### config.mk
export PLATFORM = sky130hd
export DESIGN_NAME = rss_unit
export DESIGN_NICKNAME = d
export VERILOG_FILES = /design/src/rss_pkg.sv /design/src/rss_alu_if.sv /design/src/rss_unit.sv /design/src/rss_sub.sv /design/src/rss_seq.sv
export VERILOG_INCLUDE_DIRS = /design/src
export SDC_FILE = /design/constraint.sdc
export NUM_CORES = 1
export LEC_CHECK = 0
export ABC_AREA = 1
export BUFFER_PORTS_ARGS = -buffer_cell sky130_fd_sc_hd__buf_2
export CAP_MARGIN = 40
export CORE_MARGIN = 5
export CORE_UTILIZATION = 45
export DETAILED_ROUTE_END_ITERATION = 10
export PLACE_DENSITY = 0.66
export SYNTH_ARGS = -nofsm -noshare
export SYNTH_HDL_FRONTEND = slang
export SYNTH_SLANG_ARGS = --single-unit
### constraint.sdc
create_clock -name clk -period 3.2 [get_ports clk]
set_input_delay 0.16 -clock clk [delete_from_list [all_inputs] [get_ports clk]]
set_output_delay 0.16 -clock clk [all_outputs]
set_load 0.1 [all_outputs]
### src/rss_regs.svh
// Constants for the rotate/subtract/skip/return execution unit
`ifndef RSS_REGS_SVH
`define RSS_REGS_SVH
`define RSS_DATA_W      8
`define RSS_PC_W        14
`define RSS_ALL_ONES    8'hff
`define RSS_ONE         8'h01
`define RSS_IRQ_ON      1'b1
`define RSS_CYC_ONE     2'h1
`define RSS_CYC_TWO     2'h2
`define RSS_CYC_THREE   2'h3
`endif

### src/rss_pkg.sv
// Types shared by the rotate/subtract/skip/return execution unit
package rss_pkg;
    typedef enum logic [4:0] {
        RSS_OP_NOP     = 5'h00,
        RSS_OP_RET     = 5'h01,
        RSS_OP_RET_LIT = 5'h02,
        RSS_OP_IRET    = 5'h03,
        RSS_OP_RL      = 5'h04,
        RSS_OP_RR      = 5'h05,
        RSS_OP_RLC     = 5'h06,
        RSS_OP_RRC     = 5'h07,
        RSS_OP_SBC     = 5'h08,
        RSS_OP_SUB     = 5'h09,
        RSS_OP_DECSK   = 5'h0a,
        RSS_OP_INCSK   = 5'h0b,
        RSS_OP_BITSK   = 5'h0c,
        RSS_OP_NZSK    = 5'h0d,
        RSS_OP_SETB    = 5'h0e,
        RSS_OP_SETBIT  = 5'h0f
    } rss_op_t;
    typedef enum logic [2:0] {
        RSS_ST_IDLE  = 3'b001,
        RSS_ST_DUMMY = 3'b010,
        RSS_ST_SKIP  = 3'b100
    } rss_state_t;
    typedef struct packed {
        logic wrap;
        logic zero;
        logic half;
        logic carry;
        logic scmp;
        logic czero;
    } rss_flags_t;
endpackage : rss_pkg

### src/rss_alu_if.sv
// Operand and result bundle between the execution unit and the subtractor
`timescale 1ns/1ns
`default_nettype none
interface rss_alu_if;
    logic [7:0] minuend;
    logic [7:0] subtrahend;
    logic       borrow_in;
    logic [7:0] diff;
    logic       wrap;
    logic       half;
    logic       carry;
    logic       scmp;
    modport core (output minuend, output subtrahend, output borrow_in,
                  input diff, input wrap, input half, input carry, input scmp);
    modport alu  (input minuend, input subtrahend, input borrow_in,
                  output diff, output wrap, output half, output carry, output scmp);
endinterface : rss_alu_if
`default_nettype wire

### src/rss_unit.sv
// Execution unit for returns, rotates, subtracts, skips and set operations
// Function
// - Plain return pops stack top into PC, flags untouched.
// - Return with literal pops PC and loads immediate into accumulator.
// - Interrupt exit pops PC and sets global interrupt enable to one.
// - Pending interrupt at interrupt exit is serviced before main program.
// - Rotate left moves bit 7 into bit 0, flags unchanged.
// - Rotate right moves bit 0 into bit 7, flags unchanged.
// - Rotate left via carry: bit 7 to carry, old carry to bit 0.
// - Rotate right via carry: bit 0 to carry, old carry to bit 7.
// - Accumulator-target rotates write accumulator, memory byte kept.
// - Subtract with borrow is acc minus operand minus inverted carry.
// - Memory form of subtract with borrow stores into memory byte.
// - Plain subtract writes accumulator or memory byte.
// - Carry after subtract is 0 on negative, 1 on zero or positive.
// - Subtracts update wrap, zero, half, carry, signed, chained flags.
// - Decrement memory byte, write back, skip when zero.
// - Decrement to accumulator only, memory kept, skip when zero.
// - Increment memory byte, write back, skip when zero.
// - Increment to accumulator only, memory kept, skip when zero.
// - Bit test skips when the selected memory bit is one.
// - Non-zero test writes byte back and skips when non-zero.
// - Skip instructions take two cycles with a dummy cycle.
// - Byte set writes all ones, bit set forces one bit, no flags.
// - Extended skip takes three cycles on skip, two otherwise.
`timescale 1ns/1ns
`default_nettype none
`include "rss_regs.svh"
module rss_unit
    import rss_pkg::*;
#(
    parameter int PC_W = `RSS_PC_W
) (
    input  wire logic             clk,
    input  wire logic             rst,
    input  wire logic             issue,
    input  wire rss_pkg::rss_op_t op,
    input  wire logic             to_acc,
    input  wire logic             use_imm,
    input  wire logic             ext,
    input  wire logic [2:0]       bit_sel,
    input  wire logic [7:0]       imm,
    input  wire logic [7:0]       mem_rdata,
    input  wire logic [PC_W-1:0]  stack_top,
    input  wire logic             irq_pending,
    input  wire logic             irq_clear,
    output logic                  ready,
    output logic                  stack_pop,
    output logic                  pc_load,
    output logic [PC_W-1:0]       pc_value,
    output logic                  skip_next,
    output logic                  irq_vector_take,
    output logic                  mem_we,
    output logic [7:0]            mem_wdata,
    output logic [7:0]            acc,
    output var rss_pkg::rss_flags_t flags,
    output logic                  global_irq_enable
);
    rss_alu_if alu_bus ();
    logic       busy;
    logic       take_skip;
    logic [7:0] opnd;
    logic [7:0] res;
    logic       res_to_acc;
    logic       res_to_mem;
    logic       is_sub;
    logic       is_skip;
    logic       new_c;
    logic       c_upd;
    logic       is_ret;
    logic       go;

    initial begin
        if (PC_W < 1) $error("rss_unit needs PC_W of at least 1");
    end

    rss_sub #(.W(`RSS_DATA_W)) u_sub (
        .a (alu_bus.alu)
    );

    rss_seq u_seq (
        .clk       (clk),
        .rst       (rst),
        .start     (go && is_skip),
        .take_skip (take_skip),
        .ext       (ext),
        .busy      (busy),
        .dummy     ()
    );

    assign ready   = ~busy;
    assign go      = issue & ~busy;
    assign opnd    = use_imm ? imm : mem_rdata;
    assign is_sub  = (op == RSS_OP_SBC) || (op == RSS_OP_SUB);
    assign is_ret  = (op == RSS_OP_RET) || (op == RSS_OP_RET_LIT) || (op == RSS_OP_IRET);
    assign is_skip = (op == RSS_OP_DECSK) || (op == RSS_OP_INCSK)
                  || (op == RSS_OP_BITSK) || (op == RSS_OP_NZSK);

    assign alu_bus.minuend    = acc;
    assign alu_bus.subtrahend = opnd;
    // Borrow is the inverse of carry; plain subtract has none
    assign alu_bus.borrow_in  = (op == RSS_OP_SBC) ? ~flags.carry : 1'b0;

    always_comb begin
        res        = opnd;
        res_to_acc = 1'b0;
        res_to_mem = 1'b0;
        take_skip  = 1'b0;
        new_c      = flags.carry;
        c_upd      = 1'b0;
        case (op)
            RSS_OP_RET_LIT: begin
                res        = imm;
                res_to_acc = 1'b1;
            end
            RSS_OP_RL: begin
                res        = {opnd[6:0], opnd[7]};
                res_to_acc = to_acc;
                res_to_mem = ~to_acc;
            end
            RSS_OP_RR: begin
                res        = {opnd[0], opnd[7:1]};
                res_to_acc = to_acc;
                res_to_mem = ~to_acc;
            end
            RSS_OP_RLC: begin
                res        = {opnd[6:0], flags.carry};
                new_c      = opnd[7];
                c_upd      = 1'b1;
                res_to_acc = to_acc;
                res_to_mem = ~to_acc;
            end
            RSS_OP_RRC: begin
                res        = {flags.carry, opnd[7:1]};
                new_c      = opnd[0];
                c_upd      = 1'b1;
                res_to_acc = to_acc;
                res_to_mem = ~to_acc;
            end
            RSS_OP_SBC, RSS_OP_SUB: begin
                res        = alu_bus.diff;
                // Immediate form always targets the accumulator
                res_to_acc = to_acc | use_imm;
                res_to_mem = ~(to_acc | use_imm);
            end
            RSS_OP_DECSK: begin
                res        = mem_rdata - `RSS_ONE;
                take_skip  = (res == 8'h00);
                res_to_acc = to_acc;
                res_to_mem = ~to_acc;
            end
            RSS_OP_INCSK: begin
                res        = mem_rdata + `RSS_ONE;
                take_skip  = (res == 8'h00);
                res_to_acc = to_acc;
                res_to_mem = ~to_acc;
            end
            RSS_OP_BITSK: begin
                take_skip = mem_rdata[bit_sel];
            end
            RSS_OP_NZSK: begin
                res        = mem_rdata;
                take_skip  = (mem_rdata != 8'h00);
                res_to_mem = 1'b1;
            end
            RSS_OP_SETB: begin
                res        = `RSS_ALL_ONES;
                res_to_mem = 1'b1;
            end
            RSS_OP_SETBIT: begin
                res          = mem_rdata;
                res[bit_sel] = 1'b1;
                res_to_mem   = 1'b1;
            end
            default: begin
                res = opnd;
            end
        endcase
    end

    // Accumulator
    always_ff @(posedge clk or posedge rst) begin
        if (rst) begin
            acc <= 8'h00;
        end else if (go && res_to_acc) begin
            acc <= res;
        end
    end

    // Memory write strobe and data, one cycle after issue
    always_ff @(posedge clk or posedge rst) begin
        if (rst) begin
            mem_we    <= 1'b0;
            mem_wdata <= 8'h00;
        end else begin
            mem_we <= go && res_to_mem;
            if (go && res_to_mem) begin
                mem_wdata <= res;
            end
        end
    end

    // Status flags; rotates without carry, returns and sets leave them alone
    always_ff @(posedge clk or posedge rst) begin
        if (rst) begin
            flags <= '0;
        end else if (go && is_sub) begin
            flags.wrap  <= alu_bus.wrap;
            flags.zero  <= (alu_bus.diff == 8'h00);
            flags.half  <= alu_bus.half;
            flags.carry <= alu_bus.carry;
            flags.scmp  <= alu_bus.scmp;
            // Chained zero keeps a zero history across borrow chains
            flags.czero <= (alu_bus.diff == 8'h00)
                        && ((op == RSS_OP_SUB) || flags.czero);
        end else if (go && c_upd) begin
            flags.carry <= new_c;
        end
    end

    // Returns: pop and reload the PC
    always_ff @(posedge clk or posedge rst) begin
        if (rst) begin
            stack_pop <= 1'b0;
            pc_load   <= 1'b0;
            pc_value  <= '0;
        end else begin
            stack_pop <= go && is_ret;
            pc_load   <= go && is_ret;
            if (go && is_ret) begin
                pc_value <= stack_top;
            end
        end
    end

    // Global interrupt enable; interrupt controller clears it on entry
    always_ff @(posedge clk or posedge rst) begin
        if (rst) begin
            global_irq_enable <= 1'b0;
        end else if (go && op == RSS_OP_IRET) begin
            global_irq_enable <= `RSS_IRQ_ON;
        end else if (irq_clear) begin
            global_irq_enable <= 1'b0;
        end
    end

    // A request waiting at interrupt exit is taken before the main code resumes
    always_ff @(posedge clk or posedge rst) begin
        if (rst) begin
            irq_vector_take <= 1'b0;
        end else begin
            irq_vector_take <= go && (op == RSS_OP_IRET) && irq_pending;
        end
    end

    // Skip request to the program counter
    always_ff @(posedge clk or posedge rst) begin
        if (rst) begin
            skip_next <= 1'b0;
        end else begin
            skip_next <= go && is_skip && take_skip;
        end
    end
endmodule : rss_unit
`default_nettype wire

### src/rss_sub.sv
// Eight-bit subtractor with borrow and flag outputs
`timescale 1ns/1ns
`default_nettype none
module rss_sub #(
    parameter int W = 8
) (
    rss_alu_if.alu a
);
    logic [W:0]   full;
    logic [4:0]   low;
    logic [W-1:0] nb;
    initial begin
        if (W != 8) $error("rss_sub supports 8 bits only");
    end
    assign nb = {{(W-1){1'b0}}, a.borrow_in};
    // Modulo 256, bit W of full is the borrow out
    assign full = {1'b0, a.minuend} - {1'b0, a.subtrahend} - {1'b0, nb};
    assign low  = {1'b0, a.minuend[3:0]} - {1'b0, a.subtrahend[3:0]} - {4'h0, a.borrow_in};
    assign a.diff  = full[W-1:0];
    assign a.carry = ~full[W];
    assign a.half  = ~low[4];
    assign a.wrap  = (a.minuend[W-1] ^ a.subtrahend[W-1]) & (a.minuend[W-1] ^ full[W-1]);
    assign a.scmp  = full[W-1] ^ a.wrap;
endmodule : rss_sub
`default_nettype wire

### src/rss_seq.sv
// Skip-cycle sequencer: counts the extra cycles of a skip instruction
`timescale 1ns/1ns
`default_nettype none
module rss_seq
    import rss_pkg::*;
(
    input  wire logic clk,
    input  wire logic rst,
    input  wire logic start,
    input  wire logic take_skip,
    input  wire logic ext,
    output logic      busy,
    output logic      dummy
);
    rss_state_t state;
    always_ff @(posedge clk or posedge rst) begin
        if (rst) begin
            state <= RSS_ST_IDLE;
        end else begin
            case (state)
                RSS_ST_IDLE: begin
                    if (start) begin
                        state <= (ext && take_skip) ? RSS_ST_SKIP : RSS_ST_DUMMY;
                    end
                end
                RSS_ST_SKIP:  state <= RSS_ST_DUMMY;
                RSS_ST_DUMMY: state <= RSS_ST_IDLE;
                default:      state <= RSS_ST_IDLE;
            endcase
        end
    end
    assign busy  = (state != RSS_ST_IDLE);
    assign dummy = busy;
endmodule : rss_seq
`default_nettype wire

* After elaboration in Yosys (flattened, before gate mapping) *
Cells that the tools add are included.

word-level totals
  register bits after elaboration = 44
  input port bits = 46

cells by class
  reductions and logical operators = 31
  $add $sub $neg = 6
  bitwise operators = 13
  equality and inequality tests = 19
  multiplexer cells = 19
  order comparisons = 2

operators with widths
  kind                                                         count
  one-hot mux 8 bit (11 select lines)                          1
  == test 5 x 4 -> 1 bit (second input constant)               8
  zero test 8 bit                                              3
  == test 5 x 3 -> 1 bit (second input constant)               4
  logical AND 1 bit                                            12
  == test 5 x 2 -> 1 bit (second input constant)               2
  subtractor 8 x 8 -> 9 bit                                    1
  subtractor 9 x 1 -> 9 bit                                    1
  adder 8 x 1 -> 8 bit (second input constant)                 1
  two-way mux 1 bit                                            8
  two-way mux 8 bit                                            1
  OR 8 bit                                                     1
  nonzero test 8 bit                                           1
  subtractor 8 x 1 -> 8 bit (second input constant)            1
  logical OR 1 bit                                             7
  two-way mux 3 bit                                            2
  inverter 1 bit                                               6
  one-hot mux 1 bit (3 select lines)                           2
  one-hot mux 3 bit (2 select lines)                           1
  OR reduction 6 bit                                           1
  == test 5 x 1 -> 1 bit (second input constant)               1
  subtractor 4 x 4 -> 5 bit                                    1
  subtractor 5 x 1 -> 5 bit                                    1
  less-than comparator 3 x 4 -> 1 bit (second input constant)  1
  other kinds (17)                                             22

* Logic depth before layout (Yosys ltp) *
  depth in word-level cells = 7
  mapped depth = 18
  depth with buffers taken out = 17

* Hierarchy *
Synthesis repeated with hierarchy kept, for this count alone.

unflattened totals
  cells, all modules = 593
  area total of the unflattened synthesis = 3819.9 um2

modules (own cells, without submodules)
  module    seq. area each (um2)  instances  cells an instance  area each (um2)
  rss_unit  1026.0                1          483                3069.2
  rss_sub   0.0                   1          95                 609.3
  rss_seq   76.3                  1          15                 141.4

* Worst setup path after synthesis *
No wires, ideal clock.

  path kind = reg2reg
  start point = register u_seq.state[0]
  end point = register pc_value[10]
  data arrival time = 2.873 ns
  path slack = 0.205 ns
  clock period less this slack = 2.995 ns
  cell stages (with the launch flop) = 9
  path through = dfstp_2 inv_1 nor3_2 nand2_2 nor3_2 inv_1 buf_2 nand2_1 nand2_1

between the ends
  word-level cells in the longest chain between the ends = 4

RTL lines
  what                    RTL line         text
  from (decl)             rss_seq.sv:15    rss_state_t state;
  from (signal assigned)  rss_seq.sv:23    state <= (ext && take_skip) ? RSS_ST_SKIP : RSS_ST_DUMMY;
  != test 3 x 1 -> 1 bit  rss_seq.sv:32    assign busy = (state != RSS_ST_IDLE);
  inverter 1 bit          --
  via ready               rss_unit.sv:47   output logic ready,
  AND 1 bit               rss_unit.sv:92   assign go = issue & ~busy;
  logical AND 1 bit       rss_unit.sv:230  if (go && is_ret) begin
  to (signal assigned)    rss_unit.sv:231  pc_value <= stack_top;
  to (decl)               rss_unit.sv:50   output logic [PC_W-1:0] pc_value,

The timed path passes the listed nets, and every way through them passes these cells.
A chain may end at the register's enable or synchronous reset.

* Worst setup path after layout *
  start point = input mem_rdata[0]
  end point = register flags[0] (netlist bit)

between the ends
  word-level cells in the longest chain between the ends = 5

RTL lines
  what                       RTL line         text
  from (decl)                rss_unit.sv:43   input wire logic [7:0] mem_rdata,
  two-way mux 8 bit          rss_unit.sv:93   assign opnd = use_imm ? imm : mem_rdata;
  subtractor 8 x 8 -> 9 bit  rss_sub.sv:17    assign full = {1'b0, a.minuend} - {1'b0, a.subtrahend} - {1'b0, nb};
  subtractor 9 x 1 -> 9 bit  rss_sub.sv:17
  zero test 8 bit            rss_unit.sv:214  flags.czero <= (alu_bus.diff == 8'h00)
  logical AND 1 bit          rss_unit.sv:215  && ((op == RSS_OP_SUB) || flags.czero);
  to (decl)                  rss_unit.sv:56   output var rss_pkg::rss_flags_t flags,

Every way passes these cells.

==> results.tsv <==
metric	value	unit
endpoint_kind	flop	
crit_slowest_cell	o21ai_0	
setup_violations	0	
die_x	101	µm
grt_pass1_wl	18.2	mm
fin_crit_sh	79.5	%
synth_edf_count	0	
gr-total-overflow	0	
final_max_slew_viol_count	0	
routed_wirelength	10.9	mm
cts_sinks	44	
min_period	2540	ps
final_layout_size_suffix_gt1_share	19.3	%
syn_to_final_growth	19.3	%
worstMarginPinSlew	602	ps
grt_usage	22.2	%
clock_path_buffers	2	
drc	0	
cts_buffers	5	
rsz0062_at_grt	no	
cts_setup_buffers	0	
ys.flop_type	dfrtp_1	
cp_cell_sequence	buf_2 -> inv_1 -> o21ai_0 -> inv_1 -> fa_1 -> ha_1 -> nand2_1 -> nand3_1 -> nand3_1 -> nand3b_1 -> and2_1 -> nor2_1 -> nand3_1 -> a21oi_1	
hold_violations	0	
cap_violations	0	
tns	0	ps
clk_latency	300	ps
clkTransAtPathRegs	80	ps
floorplan.initialDensity	45.9	%
ctsResizeCount	0	
cp_max_fo	10	
finalClockSkew	9.94	ps
crit_top_cell	nand3_1	
clockRootBuffer	clkbuf_8	
hp-class	in -> reg	
diodes	0	
gp_congestion	0.947	
p_leak	0.00261	µW
status	finished clean	
relSlewSlack	59.6	%
critPathKind	in -> reg	
htree_levels	2	
grt_pass1_vias	3848	
cp.arrival	2770	ps
fmax	393	MHz
dpl_cell_area	4330	µm²
die_h	101	µm
grt_antenna_before_repair	0	
critPathRequiredTime	3420	ps
synth.distinct_cells	36	
slowest_delay	460	ps
viasPerCell	5.03	
ys_seq_area_share	29.5	%
hpwlAfterDp	9.02	mm
ir_worst_vdd	438	µV
dieArea	10200	µm²
p_per_area	716	nW/µm²
design_area	4460	µm²
synth_area	3740	µm²
start_kind	primary input	
avgRoutedWirePerCell	13.6	µm
place_inst	790	
cts_tree	done	
p_total	3190	µW
num_rows	33	
drt_iter0_markers	213	
ctsHoldBuffers	1	
num_vias	4022	
coreArea	8130	µm²
grt_max_degree	33	
synth.net_count	663	
drtPass1Iterations	4	
synth_warnings	0	
syn_inst	597	
port_buffers	88	
avgSynthCellArea	6.26	µm²
detail-route-antenna-nets	0	
io_pins	89	
synthArstFlopShare	100	%
ys_ff_latch	44	
fin_cells	799	
nNetsFinal	759	
-- cell type report --
class / count / area, µm²
Sequential cell: 44 / 1100
Clock inverter: 3 / 46.3
Inverter: 89 / 337
Tap cell: 105 / 131
Multi-Input combinational cell: 457 / 2260
Fill cell: 836 / 3680
Timing Repair Buffer: 96 / 515
Clock buffer: 5 / 68.8
-- report_power, final --
part	leakage, µW	switching (µW)	internal (µW)
registers	0.000563	81.8	686
logic	0.00199	1580	413
clock network	0.0000548	198	235
total	0.00261	1860	1330
-- state kept, by name, indices dropped and copies added (netlist names) --
signal and count:
acc 8, flags 6, global_irq_enable 1, irq_vector_take 1, mem_wdata 8, mem_we 1
pc_load 1, pc_value 14, skip_next 1, u_seq.state 3
-- metal layers --
layer / share of wire, % / wire [µm] / global-route usage [%]
met1: 47 / 5100 / 31.3
met2: 44 / 4800 / 35.4
met3: 6.9 / 753 / 2.77
met4: 2.2 / 235 / 7.06
met5: 0 / 0 / 0
-- cells in the mapped netlist (2+ instances only) --
cell	n	area, µm²
o21ai_0	25	125
o211ai_1	4	30.0
nor2_1	39	146
o2111ai_1	2	17.5
inv_1	80	300
a31oi_1	3	18.8
nor3_1	4	20.0
o21ai_1	4	20.0
nand3_1	46	230
xor2_1	10	87.6
or2_2	2	12.5
nor2_2	3	18.8
o22ai_1	2	12.5
dfrtp_1	43	1080
ha_1	18	225
o21a_1	2	15.0
fa_1	2	40.0
a21oi_1	12	60.1
nand3b_1	3	22.5
a21oi_4	2	32.5
buf_2	5	25.0
nand2_2	6	37.5
nand4_1	7	43.8
inv_2	8	30.0
buf_4	2	15.0
nand2_1	251	942
nor2_4	2	22.5
nor3_2	2	20.0
-- final timing paths --
kind | depth (start not counted) | start | end | slack (ps)
setup / recovery | 14 | mem_rdata[0] | flags[0]$_DFFE_PP0P_ | 660
hold / removal | 2 | irq_clear | global_irq_enable$_DFFE_PP0P_ | 50
setup reg to reg | 11 | flags[2]$_DFFE_PP0P_ | flags[0]$_DFFE_PP0P_ | 820
hold reg to reg | 2 | pc_value[13]$_DFFE_PP0P_ | pc_value[13]$_DFFE_PP0P_ | 470
max in group asynchronous | 4 | rst | flags[0]$_DFFE_PP0P_ | 2420
min in group asynchronous | 3 | rst | pc_value[1]$_DFFE_PP0P_ | 340
-- worst max-delay path: cells and delay by family --
family	cells	cell delay (ps)
and+or+nand+nor	7	780
adders and majority gates	2	740
buffers and inverters	3	470
AOI/OAI and AO/OA	2	600
-- stage by stage --
step | hold slack (ps) | utilization [%] | worst slack, ps
floorplan | 266 | - | 205
global placement | 359 | 53.0 | 521
detailed placement | 116 | 53.3 | 402
CTS | 50.6 | 54.8 | 706
global route | 61.2 | 54.8 | 432
finish | 54.1 | 54.8 | 657
-- cell families after synthesis --
family	share of synthesized area, %
adders and majority gates	7.10
buffers and inverters	10.1
AOI/OAI and AO/OA	9.31
xor gates and xnor gates	2.34
DFF	29.5
and+or+nand+nor	41.7
-- placed cells by master, fill, tap and decap left out, drive strengths merged, types with 3 or more instances in the layout --
cell | netlist | layout
dfrtp | 43 | 43
buf | 7 | 95
nand4 | 7 | 7
nor2 | 44 | 44
inv | 89 | 90
nand3 | 46 | 46
clkbuf | 0 | 5
ha | 18 | 18
o21ai | 30 | 30
xor2 | 10 | 10
nand3b | 3 | 3
nand2 | 258 | 258
nor3 | 7 | 7
o211ai | 4 | 4
a21oi | 14 | 14
a31oi | 3 | 3
(Power assumes the default switching activity.)
